## src/rtl/css_pkg.sv

```systemverilog
// shared constants and types of the charge state sequencer
`default_nettype none
package css_pkg;
  // register indices on the plain register port
  localparam logic [3:0] REG_CTRL = 4'h0; // mode enable, watchdog enable
  localparam logic [3:0] REG_WDCLR = 4'h1; // watchdog clear field
  localparam logic [3:0] REG_STATUS = 4'h2; // ok flags and charger detail
  localparam logic [3:0] REG_IRQ = 4'h3; // bypass detail, read only
  localparam logic [3:0] REG_ILIM = 4'h4; // primary current limit
  localparam logic [3:0] REG_STATE = 4'h5; // raw state code
  // field positions
  localparam int CTRL_CHG_EN = 0;
  localparam int CTRL_WD_EN = 1;
  localparam int IRQ_CHG = 0;
  localparam int IRQ_BYP = 1;
  localparam logic [7:0] WDCLR_KEY = 8'h01;
  // charger detail codes
  localparam logic [3:0] DTL_DEAD = 4'h0;
  localparam logic [3:0] DTL_FCC = 4'h1;
  localparam logic [3:0] DTL_FCV = 4'h2;
  localparam logic [3:0] DTL_TFLT = 4'h6;
  localparam logic [3:0] DTL_WDOG = 4'hB;
  localparam logic [3:0] DTL_OFF = 4'h8;
  localparam logic [3:0] DTL_LOWB = 4'h0;
  localparam logic [3:0] BYP_VREG = 4'h8; // top bit of bypass detail
  // limit reset value, off threshold and charge current levels
  localparam logic [6:0] ILIM_RST = 7'h0A;
  localparam logic [6:0] ILIM_OFF = 7'h01; // about 50mA, off threshold
  localparam logic [7:0] ICHG_FULL = 8'hFF;
  localparam logic [7:0] ICHG_FOLD = 8'h80;
  // timing: clock 10 MHz
  localparam int CLK_HZ = 10_000_000;
  localparam int DEBOUNCE_US = 30;
  localparam int DEBOUNCE_CYC = DEBOUNCE_US * (CLK_HZ / 1_000_000);
  localparam int PQ_MS = 30;
  localparam int PQ_CYC = PQ_MS * (CLK_HZ / 1000);
  localparam int FC_MS = 300;
  localparam int FC_CYC = FC_MS * (CLK_HZ / 1000);
  localparam int WD_MS = 80;
  localparam int WD_CYC = WD_MS * (CLK_HZ / 1000);
  // charge states, one-hot
  typedef enum logic [6:0] {
    ST_OFF = 7'h01, ST_DEAD = 7'h02, ST_LOWB = 7'h04, ST_FCC = 7'h08,
    ST_FCV = 7'h10, ST_TFLT = 7'h20, ST_WDOG = 7'h40
  } css_state_e;
  // comparator bundle
  typedef struct packed {
    logic input_valid;   // primary_input judged valid
    logic below_dead;    // below dead_battery_threshold
    logic below_low;     // below low_battery_threshold
    logic at_reg;        // at battery_regulation_threshold
    logic die_hot;       // die above regulation temperature
    logic vin_low;       // input below primary_voltage_target
    logic batt_absent;   // battery removed
    logic sys_uvlo;      // sys below system_undervoltage_level
  } css_sense_s;
  // status bundle
  typedef struct packed {
    logic charger_ok_flag;
    logic [3:0] charger_detail;
    logic bypass_ok_flag;
    logic [3:0] bypass_detail;
  } css_status_s;
endpackage
`default_nettype wire

```

## src/rtl/css_top.sv

```systemverilog
// charge state sequencer: states, timers, status and register port
// Behaviour
// - lower current limit while input voltage low
// - open pass switch at off current
// - regulation start: bypass irq, ok clear, detail
// - disable or invalid input forces off state
// - off dwell: irq, ok set, code 08
// - off state: zero current, timers zeroed
// - leave off only when valid and enabled
// - dead battery prequal, dwell, code 00
// - above dead threshold go low prequal
// - prequal or cc overtime goes timer fault
// - watchdog expiry goes watchdog suspend
// - cc state, dwell, code 01
// - regulation threshold moves cc to cv
// - hot die reduces fast charge current
// - cv dwell: irq, ok set, code 02
// - order prequal, fast charge, onward
// - no battery, low sys: discharge paths
// - timer fault: instant irq, ok clear, 06
// - watchdog clear write restarts count
// - fault left by mode toggle or replug
`default_nettype none
module css_top #(
  parameter int DWELL_CYC = css_pkg::DEBOUNCE_CYC,
  parameter int PQ_LIMIT = css_pkg::PQ_CYC,
  parameter int FC_LIMIT = css_pkg::FC_CYC,
  parameter int WD_LIMIT = css_pkg::WD_CYC
) (
  // clock and reset
  input wire logic sys_clk,
  input wire logic rstn,
  // register port
  input wire logic [3:0] reg_addr,
  input wire logic [7:0] reg_wdata,
  input wire logic reg_wr,
  input wire logic reg_rd,
  output logic [7:0] reg_rdata,
  // comparator inputs
  input wire css_pkg::css_sense_s sense,
  // analog commands
  output logic [7:0] charge_current,
  output logic [6:0] primary_current_limit,
  output logic input_pass_switch,
  output logic batt_discharge_en,
  output logic sys_discharge_en,
  // status
  output css_pkg::css_status_s status,
  output logic charger_irq,
  output logic bypass_irq
);
  css_pkg::css_state_e state_q, state_d; // charge state
  logic [31:0] dwell_q; // cycles in current state
  logic [31:0] timer_q; // charge timer
  logic [31:0] wd_q; // watchdog count
  logic chg_en_q, wd_en_q; // control bits
  logic [6:0] ilim_q; // host programmed limit
  logic vreg_q; // regulation active, registered
  logic dwell_post_q; // dwell event posted for this state
  logic wd_clr, state_chg, wd_exp, dwell_done;

  // host write of the clear key restarts the watchdog
  assign wd_clr = reg_wr && reg_addr == css_pkg::REG_WDCLR &&
                  reg_wdata == css_pkg::WDCLR_KEY;
  assign state_chg = state_d != state_q;
  assign wd_exp = wd_en_q && wd_q >= WD_LIMIT - 1;
  assign dwell_done = dwell_q == DWELL_CYC - 1 && !dwell_post_q;

  // charging target state from battery level
  function automatic css_pkg::css_state_e chg_target(
      input css_pkg::css_sense_s s);
    if (s.below_dead) begin
      chg_target = css_pkg::ST_DEAD;
    end else if (s.below_low) begin
      chg_target = css_pkg::ST_LOWB;
    end else if (s.at_reg) begin
      chg_target = css_pkg::ST_FCV;
    end else begin
      chg_target = css_pkg::ST_FCC;
    end
  endfunction

  // next state logic
  always_comb begin
    state_d = state_q;
    if (!chg_en_q || !sense.input_valid) begin
      state_d = css_pkg::ST_OFF;
    end else begin
      unique case (state_q)
        css_pkg::ST_OFF: begin
          state_d = chg_target(sense);
        end
        css_pkg::ST_DEAD, css_pkg::ST_LOWB: begin
          if (wd_exp) begin
            state_d = css_pkg::ST_WDOG;
          end else if (timer_q >= PQ_LIMIT - 1) begin
            state_d = css_pkg::ST_TFLT;
          end else if (state_q == css_pkg::ST_DEAD && !sense.below_dead) begin
            state_d = css_pkg::ST_LOWB;
          end else if (state_q == css_pkg::ST_LOWB && !sense.below_low) begin
            state_d = css_pkg::ST_FCC;
          end
        end
        css_pkg::ST_FCC: begin
          if (wd_exp) begin
            state_d = css_pkg::ST_WDOG;
          end else if (timer_q >= FC_LIMIT - 1) begin
            state_d = css_pkg::ST_TFLT;
          end else if (sense.at_reg) begin
            state_d = css_pkg::ST_FCV;
          end
        end
        css_pkg::ST_FCV: begin
          if (wd_exp) begin
            state_d = css_pkg::ST_WDOG;
          end
        end
        css_pkg::ST_TFLT: begin
          state_d = css_pkg::ST_TFLT;
        end
        css_pkg::ST_WDOG: begin
          if (wd_clr) begin
            state_d = chg_target(sense);
          end
        end
        default: state_d = css_pkg::ST_OFF;
      endcase
    end
  end

  // state register
  always_ff @(posedge sys_clk) begin
    if (!rstn) begin
      state_q <= css_pkg::ST_OFF;
    end else begin
      state_q <= state_d;
    end
  end

  // dwell counter restarts on every state change
  always_ff @(posedge sys_clk) begin
    if (!rstn || state_chg) begin
      dwell_q <= '0;
      dwell_post_q <= 1'b0;
    end else if (dwell_done) begin
      dwell_post_q <= 1'b1;
    end else begin
      dwell_q <= dwell_q + 32'h1;
    end
  end

  // charge timer: zero when off, restarts per prequal or fast phase
  always_ff @(posedge sys_clk) begin
    if (!rstn || state_q == css_pkg::ST_OFF) begin
      timer_q <= '0;
    end else if (state_chg && !(state_q == css_pkg::ST_DEAD &&
                 state_d == css_pkg::ST_LOWB)) begin
      timer_q <= '0;
    end else begin
      timer_q <= timer_q + 32'h1;
    end
  end

  // watchdog: zero when off, restarted by clear writes
  always_ff @(posedge sys_clk) begin
    if (!rstn || state_q == css_pkg::ST_OFF || wd_clr || !wd_en_q) begin
      wd_q <= '0;
    end else if (!wd_exp) begin
      wd_q <= wd_q + 32'h1;
    end
  end

  // control registers
  always_ff @(posedge sys_clk) begin
    if (!rstn) begin
      chg_en_q <= 1'b1;
      wd_en_q <= 1'b0;
      ilim_q <= css_pkg::ILIM_RST;
    end else if (reg_wr) begin
      if (reg_addr == css_pkg::REG_CTRL) begin
        chg_en_q <= reg_wdata[css_pkg::CTRL_CHG_EN];
        wd_en_q <= reg_wdata[css_pkg::CTRL_WD_EN];
      end
      if (reg_addr == css_pkg::REG_ILIM) begin
        ilim_q <= reg_wdata[6:0];
      end
    end
  end

  // input voltage regulation: step the limit down while input sags
  always_ff @(posedge sys_clk) begin
    if (!rstn) begin
      primary_current_limit <= css_pkg::ILIM_RST;
      input_pass_switch <= 1'b0;
      vreg_q <= 1'b0;
    end else begin
      vreg_q <= sense.vin_low && sense.input_valid;
      if (!sense.input_valid) begin
        primary_current_limit <= ilim_q;
        input_pass_switch <= 1'b0;
      end else if (sense.vin_low) begin
        if (primary_current_limit > css_pkg::ILIM_OFF) begin
          primary_current_limit <= primary_current_limit - 7'h1;
        end else begin
          input_pass_switch <= 1'b0;
        end
      end else begin
        // recovery restores the host programmed limit at once
        primary_current_limit <= ilim_q;
        input_pass_switch <= 1'b1;
      end
    end
  end

  // charge current command and self-discharge paths
  always_ff @(posedge sys_clk) begin
    if (!rstn) begin
      charge_current <= '0;
      batt_discharge_en <= 1'b0;
      sys_discharge_en <= 1'b0;
    end else begin
      batt_discharge_en <= sense.batt_absent && sense.sys_uvlo;
      sys_discharge_en <= sense.batt_absent && sense.sys_uvlo;
      unique case (state_d)
        css_pkg::ST_FCC, css_pkg::ST_FCV, css_pkg::ST_DEAD,
        css_pkg::ST_LOWB: begin
          charge_current <= sense.die_hot ? css_pkg::ICHG_FOLD
                                          : css_pkg::ICHG_FULL;
        end
        default: charge_current <= '0;
      endcase
    end
  end

  // charger status and interrupt event
  always_ff @(posedge sys_clk) begin
    if (!rstn) begin
      status.charger_ok_flag <= 1'b0;
      status.charger_detail <= css_pkg::DTL_OFF;
      charger_irq <= 1'b0;
    end else begin
      charger_irq <= 1'b0;
      if (state_chg && (state_d == css_pkg::ST_TFLT ||
                        state_d == css_pkg::ST_WDOG)) begin
        charger_irq <= 1'b1;
        status.charger_ok_flag <= 1'b0;
        status.charger_detail <= state_d == css_pkg::ST_TFLT ?
          css_pkg::DTL_TFLT : css_pkg::DTL_WDOG;
      end else if (dwell_done && !state_chg && state_q != css_pkg::ST_TFLT
                   && state_q != css_pkg::ST_WDOG) begin
        // fault and suspend already reported on entry, no dwell event
        charger_irq <= 1'b1;
        status.charger_ok_flag <= 1'b1;
        unique case (state_q)
          css_pkg::ST_OFF: status.charger_detail <= css_pkg::DTL_OFF;
          css_pkg::ST_FCC: status.charger_detail <= css_pkg::DTL_FCC;
          css_pkg::ST_FCV: status.charger_detail <= css_pkg::DTL_FCV;
          default: status.charger_detail <= css_pkg::DTL_DEAD;
        endcase
      end
    end
  end

  // bypass status on regulation start and end
  always_ff @(posedge sys_clk) begin
    if (!rstn) begin
      status.bypass_ok_flag <= 1'b1;
      status.bypass_detail <= '0;
      bypass_irq <= 1'b0;
    end else begin
      bypass_irq <= 1'b0;
      if (sense.vin_low && sense.input_valid && !vreg_q) begin
        bypass_irq <= 1'b1;
        status.bypass_ok_flag <= 1'b0;
        status.bypass_detail <= css_pkg::BYP_VREG;
      end else if (!sense.vin_low && vreg_q) begin
        bypass_irq <= 1'b1;
        status.bypass_ok_flag <= 1'b1;
        status.bypass_detail <= '0;
      end
    end
  end

  // read data, one cycle after the strobe
  always_ff @(posedge sys_clk) begin
    if (!rstn) begin
      reg_rdata <= '0;
    end else if (reg_rd) begin
      unique case (reg_addr)
        css_pkg::REG_CTRL: reg_rdata <= {6'h00, wd_en_q, chg_en_q};
        css_pkg::REG_STATUS: reg_rdata <= {status.charger_ok_flag,
          status.bypass_ok_flag, 2'h0, status.charger_detail};
        css_pkg::REG_IRQ: reg_rdata <= {4'h0, status.bypass_detail};
        css_pkg::REG_ILIM: reg_rdata <= {1'b0, primary_current_limit};
        css_pkg::REG_STATE: reg_rdata <= {1'b0, state_q};
        default: reg_rdata <= 8'h00;
      endcase
    end else begin
      reg_rdata <= '0;
    end
  end
endmodule // css_top
`default_nettype wire

```

## config.mk

```make
export PLATFORM = sky130hd
export DESIGN_NAME = css_top
export DESIGN_NICKNAME = d
export VERILOG_FILES = /design/src/rtl/css_pkg.sv /design/src/rtl/css_top.sv
export SDC_FILE = /design/constraint.sdc
export NUM_CORES = 1
export LEC_CHECK = 0
export ABC_AREA = 1
export BUFFER_PORTS_ARGS = -buffer_cell sky130_fd_sc_hd__buf_2
export CORE_MARGIN = 2
export CORE_UTILIZATION = 50
export CTS_CLUSTER_DIAMETER = 100
export DETAILED_ROUTE_END_ITERATION = 6
export PLACE_DENSITY = 0.69
export SYNTH_ARGS = -nofsm -noshare
export SYNTH_HDL_FRONTEND = slang
export SYNTH_SLANG_ARGS = --single-unit
```

## constraint.sdc

```tcl
create_clock -name sys_clk -period 6 [get_ports sys_clk]
set_clock_uncertainty 0.2 [all_clocks]
set_input_delay 0.9 -clock sys_clk [delete_from_list [all_inputs] [get_ports sys_clk]]
set_output_delay 0.9 -clock sys_clk [all_outputs]
set_load 0.05 [all_outputs]
```

* After elaboration in Yosys (flattened, before gate mapping)
Index checks and enable logic that the tools add are counted.
** Word-level totals
- Output and inout bits :: 38
- Bits in registers :: 148
- Word-level logic and storage cells :: 130
- Bits of input ports :: 24
** Operators by class
- Reductions and logical operators :: 45
- Multiplexer cells :: 31
- Eq/ne operators :: 25
- Magnitude comparators :: 4
- $add $sub $neg :: 4
- Bitwise gates (word level) :: 1
** Operators with widths (number)
- two-way mux 7 bit :: 16
- adder 32 x 1 -> 32 bit, second input constant :: 3
- case mux 7 bit (6 select lines) :: 1
- case mux 8 bit (5 select lines) :: 1
- == test 32 x 9 -> 1 bit, second input constant :: 1
- >= comparator 32 x 19 -> 1 bit, second input constant :: 1
- >= comparator 32 x 20 -> 1 bit, second input constant :: 1
- >= comparator 32 x 22 -> 1 bit, second input constant :: 1
- logical AND 1 bit :: 16
- two-way mux 5 bit :: 3
- == test 7 x 2 -> 1 bit, second input constant :: 2
- == test 7 x 3 -> 1 bit, second input constant :: 2
- == test 7 x 4 -> 1 bit, second input constant :: 2
- == test 7 x 5 -> 1 bit, second input constant :: 2
- == test 7 x 6 -> 1 bit, second input constant :: 2
- == test 7 bit, second input constant :: 2
- two-way mux 4 bit :: 3
- case mux 4 bit (3 select lines) :: 1
- logical NOT 1 bit :: 11
- AND reduction 2 bit :: 5
- == test 4 x 2 -> 1 bit, second input constant :: 2
- == test 4 x 3 -> 1 bit, second input constant :: 2
- == test 8 x 1 -> 1 bit, second input constant :: 1
- == test 7 x 1 -> 1 bit, second input constant :: 1
- other kinds (15) :: 28

* Longest topological paths before layout
Gate-level depths: netlist (run 1).
- Depth after elaboration :: 15
- Gate-level depth with buffers :: 23
- Gate-level depth less buffers :: 23

* Worst setup path before layout (run 1)
No wires, ideal clock.
- Path type :: input to register
- Start :: input reg_wdata[2]
- End :: register timer_q[10]
- Slack :: 3160 ps
- Stages on the path :: 15
- Buffers on the path :: 1
- Data required time :: 5736 ps
- Setup time :: 64 ps
- Arrival :: 2576 ps
- Cell sequence :: or2_1 nor4_1 nand3_1 nand2_2 nand3_1 nand3_1 nand2_1 nand2_1 nand3_1 nor2_4 nand2_2 o21ai_2 nand2_2 buf_2 nor2_1
** Between the ends
- Word-level cells in the longest chain between the ends :: 10
- Elaborated cells between the ends (all ways) :: 11
- Classes of those cells :: eq/ne (3); mux (3); reduce/logical (5)
** RTL lines
- from (decl) :: line css_top.sv:35 : input wire logic [7:0] reg_wdata,
- == test 8 x 1 -> 1 bit * :: line css_top.sv:64 : reg_wdata == css_pkg::WDCLR_KEY;
- logical AND 1 bit * :: line css_top.sv:63 : assign wd_clr = reg_wr && reg_addr == css_pkg::REG_WDCLR &&
- two-way mux 7 bit * :: line css_top.sv:122 : if (wd_clr) begin
- case mux 7 bit (6 select lines) * :: line css_top.sv:89 : unique case (state_q)
- two-way mux 7 bit * :: line css_top.sv:86 : if (!chg_en_q || !sense.input_valid) begin
- == test 7 x 3 -> 1 bit :: line css_top.sv:157 : state_d == css_pkg::ST_LOWB)) begin
- logical AND 1 bit :: line css_top.sv:156 : end else if (state_chg && !(state_q == css_pkg::ST_DEAD &&
- logical NOT 1 bit :: line css_top.sv:156
- logical AND 1 bit * :: line css_top.sv:156
- OR reduction 2 bit (no source line) *
- to (signal assigned) :: line css_top.sv:160 : timer_q <= timer_q + 32'h1;
- to (decl) :: line css_top.sv:54 : logic [31:0] timer_q;
Every way passes the cells marked *; elsewhere a longest branch is shown, timed or not.
A chain may end at the register's enable or synchronous reset.

* Final worst setup path (run 1)
- Start :: register wd_q[0]
- End :: register dwell_q[28]
** Between the ends
- Word-level cells in the longest chain between the ends :: 7
- Elaborated cells between the ends (all ways) :: 9
- Classes of those cells :: order compare (1); eq/ne (1); mux (5); reduce/logical (2)
** RTL lines
- from (decl) :: line css_top.sv:55 : logic [31:0] wd_q;
- from (signal assigned) :: line css_top.sv:169 : wd_q <= wd_q + 32'h1;
- >= comparator 32 x 20 -> 1 bit * :: line css_top.sv:66 : assign wd_exp = wd_en_q && wd_q >= WD_LIMIT - 1;
- logical AND 1 bit * :: line css_top.sv:66
- two-way mux 7 bit (on tied branches) :: line css_top.sv:114, css_top.sv:94, css_top.sv:105
- case mux 7 bit (6 select lines) * :: line css_top.sv:89
- two-way mux 7 bit * :: line css_top.sv:86
- != test 7 bit * :: line css_top.sv:65 : assign state_chg = state_d != state_q;
- logical OR 1 bit * :: line css_top.sv:142 : if (!rstn || state_chg) begin
- to (signal assigned) :: line css_top.sv:148 : dwell_q <= dwell_q + 32'h1;
- to (decl) :: line css_top.sv:53 : logic [31:0] dwell_q;
Marks and branches as above.

==> out/metrics.csv, run 1 <==
stage,metric,value,unit
placement,place_congestion,0.9213,
detailed_routing,drc,0,
global_routing,grt_usage,0.2123,
placement,placement.io_buffers,58,
synthesis,ys_types,52,
synthesis,yosys-top-cells-area,"dfxtp_1, nand2_1, nor2_1, inv_1, nand3_1",
global_routing,overflow,0,
sta,layout_worst_path_cycle_share,0.5766,
worst_setup_path,cpMostUsedCell,nand2_1,
sta,setup_viol,0,
cts,max-clock-path-buffers,2,
detailed_routing,finalWirelength,16.37,mm
floorplanning,die_x,125.4,um
floorplanning,start_util,0.5088,
floorplanning,die_h,125.4,um
worst_setup_path,worst-setup-path-type,flip-flop to flip-flop,
worst_setup_path,path_max_fanout,33,
synthesis,synth-warning-count,0,
floorplanning,fp.coreArea,0.01448,sq mm
worst_setup_path,ff2ff_setup_slack,2540,ps
synthesis,synth-seq-cells,142,
worst_setup_path,startpoint_type,flip-flop,
hold_path,hold_depth,2,
sta,drv_slew,0,
cells_and_area,final_cells,1318,
cts,cts_resized,0,
cells_and_area,final_cell_mix,"nand2_1, nor2_1, inv_1",
detailed_routing,wire_per_inst,12.42,um
floorplanning,rows,44,
flow_run,cap_violations,0,
synthesis,syn_area_per_cell,6.904,sq um
sta,slew_headroom,0.4619,
worst_setup_path,required,6170,ps
cells_and_area,areaGrowthSynthToFinish,13.28,%
synthesis,synth_compound_area_frac,0.1061,
detailed_routing,drt_iter0_drc,513,
worst_setup_path,cp.depth,21,
worst_setup_path,arrival,3630,ps
worst_setup_path,critical_path.top_delay_family,simple AND/OR/NAND/NOR gates,
power_and_ir_drop,power_density,260.7,mW/mm^2
synthesis,synth_top_family_by_area,simple AND/OR/NAND/NOR gates,
worst_setup_path,path_buf_inv,1,
power_and_ir_drop,irDropWorstVdd,0.0002573,V
detailed_routing,ant_nets,0,
synthesis,yosys.area.top_type,dfxtp_1,
floorplanning,io_pins,62,
sta,finalSetupTns,0,ps
cts,clk_latency,420,ps
cts,cts-root-buf,clkbuf_16,
synthesis,yosysSeqAreaShare,0.3859,
cells_and_area,layout_commonest_cell,nand2_1,
global_routing,antenna_found_initial,0,
hold_path,hold_path.class,flip-flop to flip-flop,
global_routing,grt_pass1_vias,6259,
synthesis,synthAdderAreaFrac,0.008492,
global_routing,grt_max_degree,34,
worst_setup_path,crit_path_top_delay_cell,nand3_2,
cts,cts_tree,yes,
detailed_routing,avgViaCountPerCell,5.187,
synthesis,synth_ff_type,dfxtp_1,
cts,clk_pin_slew,60,ps
synthesis,async_flop_share,0,
synthesis,synthSimpleGateAreaFrac,0.3643,
detailed_routing,drtPass1Iterations,5,
sta,fin_crit,3459,ps
cts,ctsHoldBuffers,0,
synthesis,synthMuxAreaShare,0.002717,
sta,fin_ws,2541,ps
cts,cts_made_buffers,17,
synthesis,yosysTopAreaCellShare,0.3859,
synthesis,synth_edf_count,0,
cts,post-cts-setup-buffer-count,0,
cts,htreeDepth,4,
sta,worstMarginPinSlew,804.2,ps
synthesis,netlist_area,0.007367,sq mm
cells_and_area,num_antenna_cells,0,
placement,hpwl,11.81,mm
power_and_ir_drop,power_leakage,3.199,nW
cells_and_area,nFillCells,1352,
outcome,status,completed,
cells_and_area,drive_gt1_frac,0.1376,
cells_and_area,final_nets,1150,
global_routing,grt_pass1_wl,27.92,mm
worst_setup_path,path_cells,ha_1 > nand2_1 > nor2_1 > nand2_1 > nand2_1 > nand2_1 > nand2_1 > nand2_1 > nand2_1 > nand2_2 > nand3_1 > nand2_1 > nand2_1 > nand2_1 > nand2_1 > inv_2 > nand2_2 > nor2_4 > nand3_2 > a21oi_1 > o21a_1,
sta,rsz0062_at_grt,no,
floorplanning,dieArea,0.01572,sq mm
sta,fmax,0.2891,GHz
sta,hold_viol,0,
worst_setup_path,worstSetupEndpointType,flip-flop,
synthesis,synth_cells,1067,
placement,place_inst,1286,
synthesis,synth_xor_xnor_area_share,0.02734,
worst_setup_path,cpPeakStageDelay,590,ps
detailed_routing,vias,6836,
cts,cts_sinks,142,
worst_setup_path,reg2reg_depth,21,
placement,place_ws,2172,ps
final timing paths:
kind,from,end
max,wd_q[0],dwell_q[28]
min,status[9],reg_rdata[7]
max reg2reg,wd_q[0],dwell_q[28]
min reg2reg,status[9],reg_rdata[7]
Yosys cell counts (all sizes together) (2+ instances only):
cell,count
dfxtp,142
a211oi,2
nand3,74
nor4,22
o211ai,4
mux2i,2
xor2,16
nor3b,8
xnor2,7
a31oi,4
inv,162
nand3b,2
nor3,57
a221oi,3
o21ai,39
clkbuf,7
a21oi,72
or2,5
nand2,200
o21a,7
o22ai,3
nand4,26
ha,5
nor2,171
buf,18
metal layers:
metal | vias to the layer above | wire length, um | share of wire | GRT usage
met5 | - | 0 | 0 | 0
li1 | 3567 | - | - | -
met3 | 26 | 860 | 0.053 | 0.04707
met1 | 3059 | 7716 | 0.47 | 0.2710
met4 | 0 | 243 | 0.015 | 0.07778
met2 | 184 | 7551 | 0.46 | 0.3533
layout make-up:
type                       instances  area (sq um)  area share
clock inverter                    11         138.9     0.01664
clock buffer                      21         470.5     0.05637
timing repair buffer              58         290.3     0.03478
tap                              184         230.2     0.02759
sequential                       142          2843      0.3406
multi-input combinational        739          3761      0.4507
inverter                         163         611.8     0.07331
registers in the layout (all words and copies together), names as in the netlist:
name                   cells
state_q                    7
bypass_irq                 1
wd_q                      32
dwell_q                   32
chg_en_q                   1
sys_discharge_en           1
charge_current             2
wd_en_q                    1
input_pass_switch          1
primary_current_limit      7
ilim_q                     7
timer_q                   32
status                     7
charger_irq                1
dwell_post_q               1
reg_rdata                  8
vreg_q                     1
logic make-up after synthesis:
group,after synthesis
AO/OA/AOI/OAI,138
multiplexers,2
AND/OR/NAND/NOR,568
buffers and inverters,188
adder cells (fa/ha/maj),5
XOR/XNOR,23
flip-flops,142
other,1
per-stage QoR:
stage | power, mW | cell area (sq um) | utilization | hold WS [ps]
2_1_floorplan | 1.087 | 7375 | - | 228.6
3_3_place_gp | 1.115 | 7736 | 0.5343 | 243.7
3_5_place_dp | 1.115 | 7736 | 0.5343 | 253.8
4_1_cts | 2.191 | 8346 | 0.5764 | 265.8
5_1_grt | 2.251 | 8346 | 0.5764 | 283.0
6_report | 2.176 | 8346 | 0.5764 | 262.6
worst reg2reg max path, cell delays in order, from the launching register on:
cell     delay (ps)
dfxtp_1         330
ha_1            220
nand2_1          90
nor2_1           50
nand2_1          90
nand2_1          60
nand2_1          70
nand2_1          50
nand2_1          80
nand2_1         110
nand2_2         260
nand3_1         140
nand2_1         110
nand2_1          70
nand2_1          80
nand2_1          80
inv_2            60
nand2_2          60
nor2_4          150
nand3_2         590
a21oi_1         340
o21a_1          150
power by group:
group | switching [mW] | internal (mW)
clock | 0.395 | 0.683
sequential | 0.00802 | 0.953
combinational | 0.102 | 0.0345
Note: power is estimated with default switching activity, not from simulation.
==> inputs of run 2 (changes only) <==
--- a/config.mk
+++ b/config.mk
@@ -11,7 +11,7 @@
 export CORE_UTILIZATION = 50
 export CTS_CLUSTER_DIAMETER = 100
 export DETAILED_ROUTE_END_ITERATION = 6
-export PLACE_DENSITY = 0.69
+export PLACE_DENSITY = 0.71
 export SYNTH_ARGS = -nofsm -noshare
 export SYNTH_HDL_FRONTEND = slang
 export SYNTH_SLANG_ARGS = --single-unit
==> constraint.sdc (replaced) <==
create_clock -name sys_clk -period 3.1 [get_ports sys_clk]
set_clock_uncertainty 0.2 [all_clocks]
set_input_delay 0.465 -clock sys_clk [delete_from_list [all_inputs] [get_ports sys_clk]]
set_output_delay 0.465 -clock sys_clk [all_outputs]
set_load 0.05 [all_outputs]
==> run 2 against run 1 <==
  * Final area grew 1.8%
  * Total power grew 93%
  * Flip-flop and latch count is the same
  * Worst setup slack lost 2300 ps
  * Critical endpoint is now timer_q[5]
  * Sequential power grew 94%
==> out/metrics.csv, run 2 (synthesized netlist as in run 1, its figures left out) <==
stage,metric,value,unit
power_and_ir_drop,irDropWorstVdd,0.0003974,V
cts,max-clock-path-buffers,2,
worst_setup_path,reg2reg_depth,20,
cells_and_area,drive_gt1_frac,0.1543,
power_and_ir_drop,power_density,493.8,mW/mm^2
floorplanning,io_pins,62,
global_routing,grt_pass1_wl,27.85,mm
cells_and_area,layout_commonest_cell,nand2_1,
placement,hpwl,12.13,mm
global_routing,antenna_found_initial,0,
detailed_routing,vias,6819,
sta,finalSetupTns,0,ps
sta,hold_viol,0,
cells_and_area,reg_top3,"dwell_q (32), timer_q (32), wd_q (32)",
cts,clk_pin_slew,60,ps
power_and_ir_drop,power_frac_comb,0.067,
floorplanning,fp.coreArea,0.01448,sq mm
power_and_ir_drop,power_leakage,3.265,nW
power_and_ir_drop,power_frac_seq,0.443,
cts,cts-root-buf,clkbuf_16,
detailed_routing,drt_iter0_drc,506,
sta,drv_slew,0,
sta,fmax,0.3533,GHz
worst_setup_path,worstReg2RegEnd,timer_q[5],
worst_setup_path,reg2reg_from,state_q[4],
worst_setup_path,setup.worst_path.end,timer_q[5],
worst_setup_path,arrival,2970,ps
worst_setup_path,required,3240,ps
sta,hold_ws,51.73,ps
sta,setup_viol,0,
detailed_routing,ant_nets,0,
worst_setup_path,worstSetupEndpointType,flip-flop,
outcome,status,completed,
placement,placement.io_buffers,58,
cts,htreeDepth,4,
global_routing,grt_usage,0.2125,
sta,fin_ws,269.4,ps
global_routing,overflow,0,
cts,cts_sinks,142,
placement,place_ws,89.44,ps
sta,slew_headroom,0.6398,
power_and_ir_drop,p_int,3.177,mW
floorplanning,die_h,125.4,um
cells_and_area,areaGrowthSynthToFinish,15.37,%
sta,rsz0062_at_grt,no,
worst_setup_path,startpoint_type,flip-flop,
floorplanning,dieArea,0.01572,sq mm
detailed_routing,wire_per_inst,12.53,um
cts,cts_made_buffers,17,
cells_and_area,final_nets,1163,
detailed_routing,drtPass1Iterations,5,
worst_setup_path,path_max_fanout,32,
power_and_ir_drop,switchingPower,1.020,mW
sta,worstMarginPinSlew,536.2,ps
floorplanning,rows,44,
worst_setup_path,worst-setup-path-type,flip-flop to flip-flop,
cells_and_area,final_cells,1331,
cts,cts_tree,yes,
cells_and_area,final_cell_mix,"nand2_1, nor2_1, inv_1",
sta,layout_worst_path_cycle_share,0.9131,
placement,place_congestion,0.9342,
placement,place_inst,1293,
hold_path,hold_path.class,input pin to flip-flop,
detailed_routing,finalWirelength,16.68,mm
global_routing,grt_max_degree,34,
cts,clk_latency,420,ps
sta,fin_crit,2831,ps
floorplanning,start_util,0.5088,
worst_setup_path,ff2ff_setup_slack,270,ps
floorplanning,die_x,125.4,um
global_routing,grt_pass1_vias,6109,
detailed_routing,avgViaCountPerCell,5.123,
flow_run,cap_violations,0,
power_and_ir_drop,pwr-share-clk,0.490,
cells_and_area,num_antenna_cells,0,
detailed_routing,drc,0,
power_and_ir_drop,power_switching_share,0.2431,
worst_setup_path,critPathLaunch,state_q[4],
## run 2: cell count changes in the layout (fill, tap and decap cells not counted), moves of 2 or more
cell	change
buf_4	+9
nor2_1	-4
clkinv_2	-3
clkinvlp_4	+3
inv_6	+3
nor2_2	+3
buf_12	+2
nand2_1	-2
nand2_2	+2
## run 2: worst min path at each step
stage,start,end,slack (ps),cells past startpoint
2_1_floorplan,ilim_q[3],ilim_q[3],230,2
3_3_place_gp,timer_q[0],timer_q[0],250,1
3_5_place_dp,timer_q[0],timer_q[0],250,1
4_1_cts,sense[2],input_pass_switch,40,2
5_1_grt,sense[2],input_pass_switch,40,2
6_report,sense[2],input_pass_switch,50,2
## run 2: power groups by stage
stage | combinational, mW | sequential, mW | clock [mW]
floorplan | 0.177 | 1.93 | 0
finish | 0.283 | 1.86 | 2.05
CTS | 0.278 | 1.86 | 2.09
global route | 0.305 | 1.86 | 2.17
global placement | 0.275 | 1.90 | 0
detailed placement | 0.276 | 1.90 | 0
## run 2: final cells by class
type,instances,area [sq um]
Timing Repair Buffer,70,407.9
Fill cell,1371,5979
Multi-Input combinational cell,740,3806
Sequential cell,142,2843
Clock buffer,20,466.7
Tap cell,184,230.2
Inverter,163,611.8
Clock inverter,12,133.9
## run 2: timing repair
item | in CTS | in global routing
setup endpoints to repair | 0 | 50
hold buffers | 1 | 0
buffers inserted | 0 | 4
resized for setup | 0 | 11
endpoints found under the hold margin | 1 | 0
## run 2: per-layer routing
metal,vias to the layer above,routed length (um),global-route usage
met3,24,827,0.05349
met1,3036,8111,0.2900
met4,0,260,0.05882
met5,-,0,0
met2,165,7476,0.3360
li1,3594,-,-
## run 2: metrics by stage
stage,instance area (sq um),util,power [mW]
floorplan,7375,-,2.105
global placement,7814,0.5397,2.174
detailed placement,7814,0.5397,2.175
CTS,8424,0.5818,4.229
global route,8499,0.5870,4.335
finish,8499,0.5870,4.197
## run 2: critical path, stage by stage, from the launching register on
cell	delay [ps]
dfxtp_1	420
inv_2	120
nand3_2	110
nor2_1	210
inv_2	70
nand2_2	120
nor2_1	50
nand3_1	90
nand2_1	110
inv_2	160
nand2_2	110
nand2_1	70
nand2_1	60
inv_2	50
nand2_2	60
nor2_4	170
nand2_2	90
o21ai_2	70
nand2_2	80
buf_12	190
nor3_1	150
==> inputs of run 3 (changes only) <==
==> constraint.sdc (replaced) <==
create_clock -name sys_clk -period 3.1 [get_ports sys_clk]
set_clock_uncertainty 0.2 [all_clocks]
set_input_delay 0.31 -clock sys_clk [delete_from_list [all_inputs] [get_ports sys_clk]]
set_output_delay 0.31 -clock sys_clk [all_outputs]
set_load 0.05 [all_outputs]
==> run 3 against run 2 <==
  * Wire length grew 0.79%
  * Final area grew 1.5%
  * Worst setup slack lost 22 ps
  * Via count grew 2.7%
  * Global-route usage grew 0.27 points
  * Critical endpoint is now dwell_q[28]
==> out/metrics.csv, run 3 (synthesized netlist as in run 1, its figures left out) <==
stage,metric,value,unit
sta,fin_crit,2852,ps
cells_and_area,seq_area,0.002843,sq mm
placement,place_ws,125.3,ps
global_routing,grt_pass1_vias,6270,
floorplanning,io_pins,62,
outcome,status,completed,
power_and_ir_drop,total_power,4.132,mW
cells_and_area,final_area,0.008627,sq mm
detailed_routing,avgViaCountPerCell,5.213,
power_and_ir_drop,power_leakage,3.313,nW
placement,place_area,0.007829,sq mm
worst_setup_path,path_max_fanout,33,
hold_path,hold_path.class,input pin to flip-flop,
cells_and_area,final_nets,1176,
global_routing,grt_pass1_wl,28.17,mm
worst_setup_path,worst-setup-path-type,flip-flop to flip-flop,
worst_setup_path,required,3270,ps
cts,htreeDepth,4,
cells_and_area,final_cell_mix,"nand2_1, nor2_1, inv_1",
global_routing,grt_usage,0.2151,
detailed_routing,wire_per_inst,12.51,um
worst_setup_path,worstSetupEndpointType,flip-flop,
sta,fin_ws,247.7,ps
global_routing,grt_max_degree,34,
detailed_routing,ant_nets,0,
cts,cts_tree,yes,
sta,setup_viol,0,
cells_and_area,nFillCells,1333,
cts,max-clock-path-buffers,2,
sta,fmax,0.3506,GHz
floorplanning,die_x,125.4,um
floorplanning,dieArea,0.01572,sq mm
sta,hold_viol,0,
detailed_routing,vias,7006,
placement,placement.io_buffers,58,
flow_run,cap_violations,0,
power_and_ir_drop,irDropWorstVdd,0.0003599,V
placement,place_congestion,0.8701,
cts,cts_sinks,142,
worst_setup_path,ff2ff_setup_slack,250,ps
cts,cts-root-buf,clkbuf_16,
cells_and_area,num_antenna_cells,0,
floorplanning,fp.coreArea,0.01448,sq mm
cells_and_area,reg_top3,"dwell_q (32), timer_q (32), wd_q (32)",
detailed_routing,drc,0,
worst_setup_path,arrival,3020,ps
worst_setup_path,startpoint_type,flip-flop,
cells_and_area,drive_gt1_frac,0.1526,
placement,hpwl,11.90,mm
floorplanning,start_util,0.5088,
sta,rsz0062_at_grt,yes,
cts,clk_latency,420,ps
sta,hold_ws,43.33,ps
detailed_routing,finalWirelength,16.81,mm
global_routing,antenna_found_initial,0,
power_and_ir_drop,power_density,479.0,mW/mm^2
cts,clk_pin_slew,60,ps
cells_and_area,areaGrowthSynthToFinish,17.10,%
sta,drv_slew,0,
detailed_routing,drtPass1Iterations,6,
global_routing,overflow,0,
cells_and_area,multi_input_area,0.003831,sq mm
floorplanning,rows,44,
cts,cts_made_buffers,17,
cells_and_area,layout_commonest_cell,nand2_1,
detailed_routing,drt_iter0_drc,655,
sta,layout_worst_path_cycle_share,0.9201,
floorplanning,die_h,125.4,um
## run 3: path summary, 6_finish.rpt
| path | startpoint | to | cells after the start |
|---|---|---|---|
| max | wd_q[0] | dwell_q[28] | 20 |
| min | reg_addr[3] | reg_rdata[5] | 4 |
| max reg2reg | wd_q[0] | dwell_q[28] | 20 |
| min reg2reg | timer_q[0] | timer_q[0] | 1 |
## run 3: routing by layer
| metal | track usage | routed length [um] | part of all wire | up-vias |
|---|---|---|---|---|
| met5 | 0 | 0 | 0 | - |
| met4 | 0.1026 | 476 | 0.028 | 0 |
| met3 | 0.04322 | 733 | 0.044 | 41 |
| met2 | 0.3389 | 7700 | 0.46 | 192 |
| met1 | 0.2838 | 7896 | 0.47 | 3142 |
| li1 | - | - | - | 3631 |
## run 3: area by class of cell
cell class,instances,area share
tap,184,0.02669
timing repair buffer,83,0.06178
clock inverter,10,0.01320
sequential,142,0.3295
inverter,163,0.07092
multi-input combinational,740,0.4441
clock buffer,22,0.05381
## run 3: through the flow
step | util | TNS (ps) | cells
after floorplan | - | 0 | 1069
after global placement | 0.5407 | 0 | 1295
after detailed placement | 0.5407 | 0 | 1295
after CTS | 0.5889 | 0 | 1339
after global routing | 0.5958 | -7.422 | 1344
final | 0.5958 | 0 | 1344
## run 3: timing repair
action / 4_1_cts / 5_1_grt
setup buffers: 0 / 4
resized for setup: 0 / 14
endpoints found under the setup margin: 0 / 80
hold endpoints to repair: 12 / 0
hold buffers: 12 / 0
## run 3: power by group
group	internal [mW]	switching (mW)	total [mW]
combinational	0.0901	0.203	0.293
sequential	1.84	0.0155	1.86
clock	1.22	0.758	1.98
total	3.16	0.977	4.13
## run 3: worst max-delay path: stages (launching register included)
cell and delay (ps):
dfxtp_1 340, ha_1 220, nand2_1 100, nor2_1 50
nand2_1 90, nand2_1 60, nand2_1 60, nand2_1 50
nand2_1 120, nand2_4 90, nand3_1 100, nand2_1 110
nand2_1 140, nand2_1 80, nand2_1 80, nand3_1 130
nor2_4 210, nand3_2 120, buf_12 190, a21oi_1 120
o21a_1 130
